`config.mk`:
```
export PLATFORM = sky130hd
export DESIGN_NAME = dwb_core
export DESIGN_NICKNAME = d
export VERILOG_FILES = /design/src/core/dwb_pkg.sv /design/src/core/dwb_core.sv
export SDC_FILE = /design/constraint.sdc
export NUM_CORES = 1
export LEC_CHECK = 0
export ABC_AREA = 1
export BUFFER_PORTS_ARGS = -buffer_cell sky130_fd_sc_hd__buf_2
export CAP_MARGIN = 10
export CORE_MARGIN = 5
export CORE_UTILIZATION = 45
export CTS_CLUSTER_DIAMETER = 200
export CTS_CLUSTER_SIZE = 12
export DETAILED_ROUTE_END_ITERATION = 10
export GPL_TIMING_DRIVEN = 0
export PLACE_DENSITY = 0.67
export SYNTH_ARGS = -nofsm -noshare
export SYNTH_HDL_FRONTEND = slang
export SYNTH_SLANG_ARGS = --single-unit
```
`constraint.sdc`:
```
create_clock -name sys_clk_in -period 4.1 [get_ports sys_clk_in]
set_input_delay 0.205 -clock sys_clk_in [delete_from_list [all_inputs] [get_ports sys_clk_in]]
set_output_delay 0.205 -clock sys_clk_in [all_outputs]
set_load 0.01 [all_outputs]
```
`src/core/dwb_pkg.sv`:
```
// Constants shared by the DDR2 write burst capture logic
package dwb_pkg;

	// Command code {cs_n, ras_n, cas_n, we_n} of a WRITE
	localparam logic [3:0] DWB_CMD_WRITE = 4'h4;

	// Address bit that requests auto precharge with a WRITE
	localparam int DWB_PFLAG_POS = 10;

	// Burst lengths in data elements
	localparam logic [3:0] DWB_BL4 = 4'h4;
	localparam logic [3:0] DWB_BL8 = 4'h8;
	// Element boundary on which a long burst may be cut short
	localparam logic [3:0] DWB_TRUNC_AT = 4'h4;

	// Least write latency in clocks that the arming pipe supports
	localparam logic [3:0] DWB_WL_MIN = 4'h2;
	// Clocks subtracted from read latency to give write latency
	localparam logic [3:0] DWB_WL_OFFSET = 4'h1;

	// Depth of the write arming pipe in link clocks
	localparam int DWB_PIPE_DEPTH = 16;

	// Capture sequencer states
	typedef enum logic [2:0] {
		DWB_ST_IDLE = 3'b001,
		DWB_ST_PRE  = 3'b010,
		DWB_ST_DATA = 3'b100
	} dwb_st_e;

endpackage

```
`src/core/dwb_core.sv`:
```
// DDR2 write burst capture: latency, strobe capture, concatenation, auto precharge
//
// Overview of operation
// - Write latency is read latency minus one; code uses two for read latency 1 or 2
// - Read latency is additive plus column latency
// - WRITE gives bank, column; auto precharge closes row
// - Precharge flag bit high selects auto precharge
// - Capture on first strobe rise, then every edge
// - After burst, data lines idle and input ignored
// - Next WRITE half a burst later streams gaplessly
// - Eight burst cut only by WRITE at four
// - Write recovery count sets auto precharge start
// - Each byte lane captured by its own strobe
`timescale 1ns/1ps
`default_nettype none
module dwb_core
	import dwb_pkg::*;
#(
	parameter int LANES  = 2,
	parameter int LANE_W = 8,
	parameter int BA_W   = 3,
	parameter int ADDR_W = 14,
	parameter int COL_W  = 10
)(
	// System clock and reset
	input  wire logic                      sys_clk_in,
	input  wire logic                      rst_in,
	// Mode settings, static while bursts run
	input  wire logic [2:0]                cfg_cas_latency_in,
	input  wire logic [2:0]                cfg_additive_latency_in,
	input  wire logic                      cfg_burst8_in,
	input  wire logic [3:0]                cfg_write_recovery_in,
	// Link clock and command pins
	input  wire logic                      ck_in,
	input  wire logic                      cs_n_in,
	input  wire logic                      ras_n_in,
	input  wire logic                      cas_n_in,
	input  wire logic                      we_n_in,
	input  wire logic [BA_W-1:0]           ba_in,
	input  wire logic [ADDR_W-1:0]         addr_in,
	// Data, mask and strobe pins
	input  wire logic [LANES*LANE_W-1:0]   dq_in,
	output logic      [LANES*LANE_W-1:0]   dq_out,
	output logic                           dq_oe_out,
	input  wire logic [LANES-1:0]          dm_in,
	input  wire logic [LANES-1:0]          dqs_in,
	output logic      [LANES-1:0]          dqs_out,
	output logic                           dqs_oe_out,
	// Captured write elements
	output logic                           wvalid_out,
	output logic      [LANES*LANE_W-1:0]   wdata_out,
	output logic      [LANES-1:0]          wmask_out,
	output logic      [BA_W-1:0]           wbank_out,
	output logic      [COL_W-1:0]          wcol_out,
	output logic      [3:0]                welem_out,
	// Auto precharge request and protocol fault
	output logic                           precharge_out,
	output logic      [BA_W-1:0]           precharge_bank_out,
	output logic                           proto_err_out
);
	localparam int DW  = LANES * LANE_W;
	localparam int PW  = $clog2(DWB_PIPE_DEPTH);
	localparam int CW  = 4 + BA_W + ADDR_W + DW + LANES + LANES;
	typedef struct packed {
		logic             ap;
		logic [BA_W-1:0]  bank;
		logic [COL_W-1:0] col;
	} dwb_rec_s;
	typedef struct packed {
		// Synchronisers: first stage, second stage, previous sample
		logic [CW:0]                    in_m;
		logic [CW:0]                    in_s;
		logic                           ck_o;
		logic [LANES-1:0]               dqs_o;
		// Arming pipe of accepted WRITE commands
		logic [DWB_PIPE_DEPTH-1:0]      pv;
		dwb_rec_s [DWB_PIPE_DEPTH-1:0]  pr;
		// Next armed burst and the burst in progress
		logic                           nxt_v;
		dwb_rec_s                       nxt;
		dwb_rec_s                       cur;
		dwb_st_e                        st;
		logic [3:0]                     ecnt;
		logic [LANES-1:0]               have;
		logic [DW-1:0]                  data;
		logic [LANES-1:0]               mask;
		// Auto precharge countdown
		logic                           ap_busy;
		logic [3:0]                     ap_cnt;
		logic [BA_W-1:0]                ap_bank;
		// Registered outputs
		logic                           wvalid;
		logic [DW-1:0]                  wdata;
		logic [LANES-1:0]               wmask;
		logic [BA_W-1:0]                wbank;
		logic [COL_W-1:0]               wcol;
		logic [3:0]                     welem;
		logic                           pre;
		logic [BA_W-1:0]                pre_bank;
		logic                           err;
	} dwb_state_s;
	dwb_state_s s_q;
	dwb_state_s s_d;
	////////////////////////////////////////////////////////////////////////
	// Next state
	always_comb
	begin
		logic              ck_rise;
		logic [3:0]        cmd;
		logic [BA_W-1:0]   ba;
		logic [ADDR_W-1:0] addr;
		logic [DW-1:0]     dq;
		logic [LANES-1:0]  dm;
		logic [LANES-1:0]  dqs;
		logic [3:0]        rl;
		logic [3:0]        wl;
		logic [3:0]        bl;
		logic [PW-1:0]     ins;
		dwb_rec_s          rec;
		logic              done;
		s_d = s_q;
		s_d.wvalid = 1'b0;
		s_d.pre = 1'b0;
		s_d.err = 1'b0;
		done = 1'b0;
		// Every pin passes two flops before use
		s_d.in_m = {ck_in, cs_n_in, ras_n_in, cas_n_in, we_n_in, ba_in,
			addr_in, dq_in, dm_in, dqs_in};
		s_d.in_s = s_q.in_m;
		{ck_rise, cmd, ba, addr, dq, dm, dqs} = s_q.in_s;
		s_d.ck_o = ck_rise;
		s_d.dqs_o = dqs;
		ck_rise = ck_rise & ~s_q.ck_o;
		rl = 4'(cfg_additive_latency_in) + 4'(cfg_cas_latency_in);
		wl = rl - DWB_WL_OFFSET;
		if (wl < DWB_WL_MIN)
			wl = DWB_WL_MIN;
		bl = cfg_burst8_in ? DWB_BL8 : DWB_BL4;
		// Armed one clock early so an early strobe is not missed
		ins = PW'(wl - DWB_WL_MIN);
		// record bank, column and precharge choice
		rec.bank = ba;
		rec.col = addr[COL_W-1:0];
		rec.ap = addr[DWB_PFLAG_POS];
		if (ck_rise)
		begin
			// burst armed one clock before write latency after command
			if (s_q.pv[0])
			begin
				if (s_q.nxt_v)
					s_d.err = 1'b1;
				s_d.nxt_v = 1'b1;
				s_d.nxt = s_q.pr[0];
			end
			s_d.pv = {1'b0, s_q.pv[DWB_PIPE_DEPTH-1:1]};
			s_d.pr[DWB_PIPE_DEPTH-2:0] = s_q.pr[DWB_PIPE_DEPTH-1:1];
			if (cmd == DWB_CMD_WRITE)
			begin
				s_d.pv[ins] = 1'b1;
				s_d.pr[ins] = rec;
			end
			if (s_q.ap_busy)
			begin
				if (s_q.ap_cnt == 4'h0)
				begin
					s_d.ap_busy = 1'b0;
					s_d.pre = 1'b1;
					s_d.pre_bank = s_q.ap_bank;
				end
				else
					s_d.ap_cnt = s_q.ap_cnt - 4'h1;
			end
		end
		case (s_q.st)
			DWB_ST_IDLE:
			begin
				// strobes and data ignored while idle
				s_d.have = '0;
				if (s_d.nxt_v)
				begin
					s_d.cur = s_d.nxt;
					s_d.nxt_v = 1'b0;
					s_d.ecnt = 4'h0;
					s_d.st = DWB_ST_PRE;
				end
			end
			DWB_ST_PRE, DWB_ST_DATA:
			begin
				for (int l = 0; l < LANES; l++)
				begin
					// each lane on its own strobe
					// first rising edge, then every edge
					if ((dqs[l] ^ s_q.dqs_o[l]) && !s_q.have[l] &&
						(s_q.st == DWB_ST_DATA || dqs[l]))
					begin
						s_d.have[l] = 1'b1;
						s_d.data[l*LANE_W +: LANE_W] = dq[l*LANE_W +: LANE_W];
						s_d.mask[l] = dm[l];
					end
				end
				if (&s_d.have)
				begin
					s_d.have = '0;
					s_d.st = DWB_ST_DATA;
					s_d.wvalid = 1'b1;
					s_d.wdata = s_d.data;
					s_d.wmask = s_d.mask;
					s_d.wbank = s_q.cur.bank;
					s_d.wcol = s_q.cur.col;
					s_d.welem = s_q.ecnt;
					s_d.ecnt = s_q.ecnt + 4'h1;
					if (s_d.ecnt == bl)
					begin
						done = 1'b1;
						// close the row after the full burst
						if (s_q.cur.ap)
						begin
							if (s_q.ap_busy)
								s_d.err = 1'b1;
							s_d.ap_busy = 1'b1;
							s_d.ap_cnt = cfg_write_recovery_in;
							s_d.ap_bank = s_q.cur.bank;
						end
					end
					else if (s_d.ecnt == DWB_TRUNC_AT && s_d.nxt_v)
					begin
						// cut only long bursts without precharge
						// a short burst is never cut
						if (cfg_burst8_in && !s_q.cur.ap)
							done = 1'b1;
						else
							s_d.err = 1'b1;
					end
					if (done)
					begin
						// next burst follows with no gap
						if (s_d.nxt_v)
						begin
							s_d.cur = s_d.nxt;
							s_d.nxt_v = 1'b0;
							s_d.ecnt = 4'h0;
							s_d.st = DWB_ST_PRE;
						end
						else
							s_d.st = DWB_ST_IDLE;
					end
				end
			end
			default:
				s_d.st = DWB_ST_IDLE;
		endcase
	end
	////////////////////////////////////////////////////////////////////////
	// State register
	always_ff @(posedge sys_clk_in)
	begin
		if (rst_in)
		begin
			s_q <= '0;
			s_q.st <= DWB_ST_IDLE;
		end
		else
			s_q <= s_d;
	end
	////////////////////////////////////////////////////////////////////////
	// Outputs
	// write path never drives the data or strobe pins
	assign dq_out = '0;
	assign dq_oe_out = 1'b0;
	assign dqs_out = '0;
	assign dqs_oe_out = 1'b0;
	assign wvalid_out = s_q.wvalid;
	assign wdata_out = s_q.wdata;
	assign wmask_out = s_q.wmask;
	assign wbank_out = s_q.wbank;
	assign wcol_out = s_q.wcol;
	assign welem_out = s_q.welem;
	assign precharge_out = s_q.pre;
	assign precharge_bank_out = s_q.pre_bank;
	assign proto_err_out = s_q.err;
endmodule
`default_nettype wire

```
==> metrics.cfg <==
[outcome]
status = finished clean

[cts]
root_buffer = clkbuf_16
cts_buffers = 41
htreeDepth = 2
worstSkewPairLatency_ns = 0.57
cts_setup_buffers = 0
tritoncts = done
clock_path_buffers = 3
clkTransAtPathRegs_ns = 0.06
cts.sinks = 426

[synthesis]
ys_seq_area_share_pct = 45.3
yosysTopAreaCell = dfxtp_1
netlist_area_um2 = 18800
ys_warn_count = 0
syn-instance-count = 2720
ys_types = 36
synth_top_area_share_pct = 45.3
ys_ff_latch = 426
synth_area_leaders = dfxtp_1 45%, nor2_1 10%, inv_1 9.7%
avgSynthCellArea_um2 = 6.92

[route]
vias = 17170
ant_nets = 0
wire_per_inst_um = 15.4
routed_wl_um = 53200
dr.pass1.iters = 6
drc = 0
drtIter0Drc = 1249
viasPerCell = 4.97

[final_layout]
fin_nets = 2979
finalNonFillerCells = 3458
drive_gt1_share_pct = 10.2
area_growth_pct = 14.5

[worst_setup_path]
crit_path_start_kind = input port
worst-path-max-fanout = 10
cp-end-kind = flip-flop
crit_required_ns = 4.55
critPathKind = in -> reg
cp.arrival_ns = 3.25

[die]
die_w_um = 215
die_h_um = 215
core_area_um2 = 41700
boundaryPins = 116
die_area_um2 = 46000
initial_utilization_pct = 45.2
rows = 75

[grt]
antenna_found_initial = 0
grt_pass1_vias = 16392
grt_max_degree = 13
grt_pass1_wl_um = 85200
overflow = 0
grt_usage_pct = 22.6

[timing]
finalSetupTns_ns = 0
worst_slew_pin_slew_ns = 0.857
clock.fmax_mhz = 357
setup_viol = 0
finalCritPeriodShare_pct = 68.4
slew_headroom_pct = 42.9
rsz0062_at_grt = false
hold_violations = 0
finalCriticalPeriod_ns = 2.80
worst_slack_ns = 1.30
slew_viol_final = 0
finalClockSkew_ns = 0.0163

[pwr]
p_per_area_nw_per_um2 = 394
peakVddDrop_mv = 0.294
p_leak_nw = 10.5

[placement]
hpwl_um = 38700
placedCellCount = 3369
place.gp.congestion = 0.902
portBuffers = 91
dp_slack_ns = 0.724

[run]
drv_cap = 0

[min_path]
min_path_type = in -> reg

-- placed cells by master (no fill, tap or decap), types with 9 or more instances in the layout --
master | Yosys | layout
nor2_1 | 522 | 522
inv_1 | 488 | 488
dfxtp_1 | 426 | 426
o21ai_0 | 324 | 324
a21oi_1 | 277 | 277
nand2_1 | 265 | 265
buf_2 | 33 | 124
clkbuf_1 | 90 | 90
o21ai_1 | 74 | 74
buf_4 | 64 | 64
dlygate4sd3_1 | 0 | 43
clkbuf_16 | 0 | 41
buf_1 | 22 | 22
conb_1 | 1 | 20
a211oi_1 | 18 | 18
buf_6 | 17 | 17
nand3_1 | 16 | 16
inv_2 | 14 | 14
nand4_1 | 9 | 9
-- synth_stat cells, drive strengths merged --
library cell / n
conb: 1
ha: 7
o21ai: 398
nand4: 9
nor2: 536
mux2i: 3
a211oi: 18
inv: 502
a31oi: 7
buf: 136
clkbuf: 92
nand3b: 2
xor2: 2
nor3: 2
nand2: 272
o21a: 1
a21oi: 279
nand3: 23
dfxtp: 426
fa: 1
nor4: 1
xnor2: 1
or2: 1
-- final timing paths --
check / start / to / slack (ns) / cells after the start
setup / recovery: cfg_cas_latency_in[1] / s_q[114] / 1.30 / 18
hold / removal: cfg_burst8_in / proto_err_out / 0.19 / 6
setup reg to reg: s_d[347] / s_q[238] / 2.00 / 10
hold reg to reg: s_d[352] / s_q[352] / 0.40 / 2
-- sequential cells by signal, indices dropped and copies added, names as in the netlist, named ones only --
signal,cells
wdata_out,16
welem_out,4
precharge_out,1
wmask_out,2
wcol_out,10
wvalid_out,1
proto_err_out,1
wbank_out,3
precharge_bank_out,3
s_d,42
s_q,329
-- critical path, stage by stage --
cell,delay [ns]
buf_2,0.08
inv_1,0.03
ha_1,0.28
inv_1,0.06
ha_1,0.13
inv_1,0.05
fa_1,0.56
nand3_1,0.08
nand2_1,0.12
inv_2,0.06
ha_1,0.28
xnor2_4,0.28
nand2_1,0.10
nor2_2,0.34
buf_2,0.27
o21ai_0,0.11
o21ai_1,0.16
inv_1,0.05
-- repair_timing --
item	CTS	global route
endpoints found under the setup margin	0	0
endpoints found under the hold margin	43	0
hold buffers	43	0
resized for setup	0	0
-- power breakdown --
group          internal [W]  switching [W]  leakage (nW)  total, W
logic              0.000264       0.000525          6.49  0.000790
registers           0.00429      0.0000584          3.47   0.00435
clock network       0.00179        0.00156         0.537   0.00335
-- metrics by stage --
| stage | cell area (um2) | power [W] | hold WS (ns) | util [%] |
|---|---|---|---|---|
| 5_1_grt | 21600 | 0.00884 | 0.245 | 51.8 |
| 3_3_place_gp | 20000 | 0.00517 | 0.394 | 48.1 |
| 2_1_floorplan | 18900 | 0.00495 | 0.312 | - |
| 4_1_cts | 21600 | 0.00855 | 0.181 | 51.8 |
| 3_5_place_dp | 20000 | 0.00519 | 0.392 | 48.1 |
| 6_report | 21600 | 0.00849 | 0.194 | 51.8 |
-- cells by family (layout without fill, tap and decap cells) --
kind of cell               after synthesis  count (layout)  synth area share, %
and+or+nand+nor                        846             846                 17.9
muxes                                    3               3                0.159
other                                    1              21               0.0199
adders and majority gates                8               8                0.571
AOI/OAI and AO/OA                      703             703                 19.0
buffers and inverters                  730             909                 16.7
DFF                                    426             426                 45.3
xor gates and xnor gates                 3               3                0.279
-- layer usage --
layer	track usage [%]	share of wire, %	vias to the layer above
met5	0	0	-
met4	7.73	3.2	0
met3	4.36	7.0	106
met2	37.2	45	493
met1	30.1	44	7904
li1	-	-	8667
-- final cells by class --
type | instances | area [um2]
sequential | 426 | 8530
clock inverter | 4 | 75.1
tap | 539 | 674
fill | 4207 | 20100
buffer | 228 | 1270
antenna | 1 | 2.50
timing repair buffer | 134 | 886
clock buffer | 41 | 1030
inverter | 502 | 1880
multi-input combinational | 1583 | 7220
Note: power is estimated with default switching activity, not from simulation.
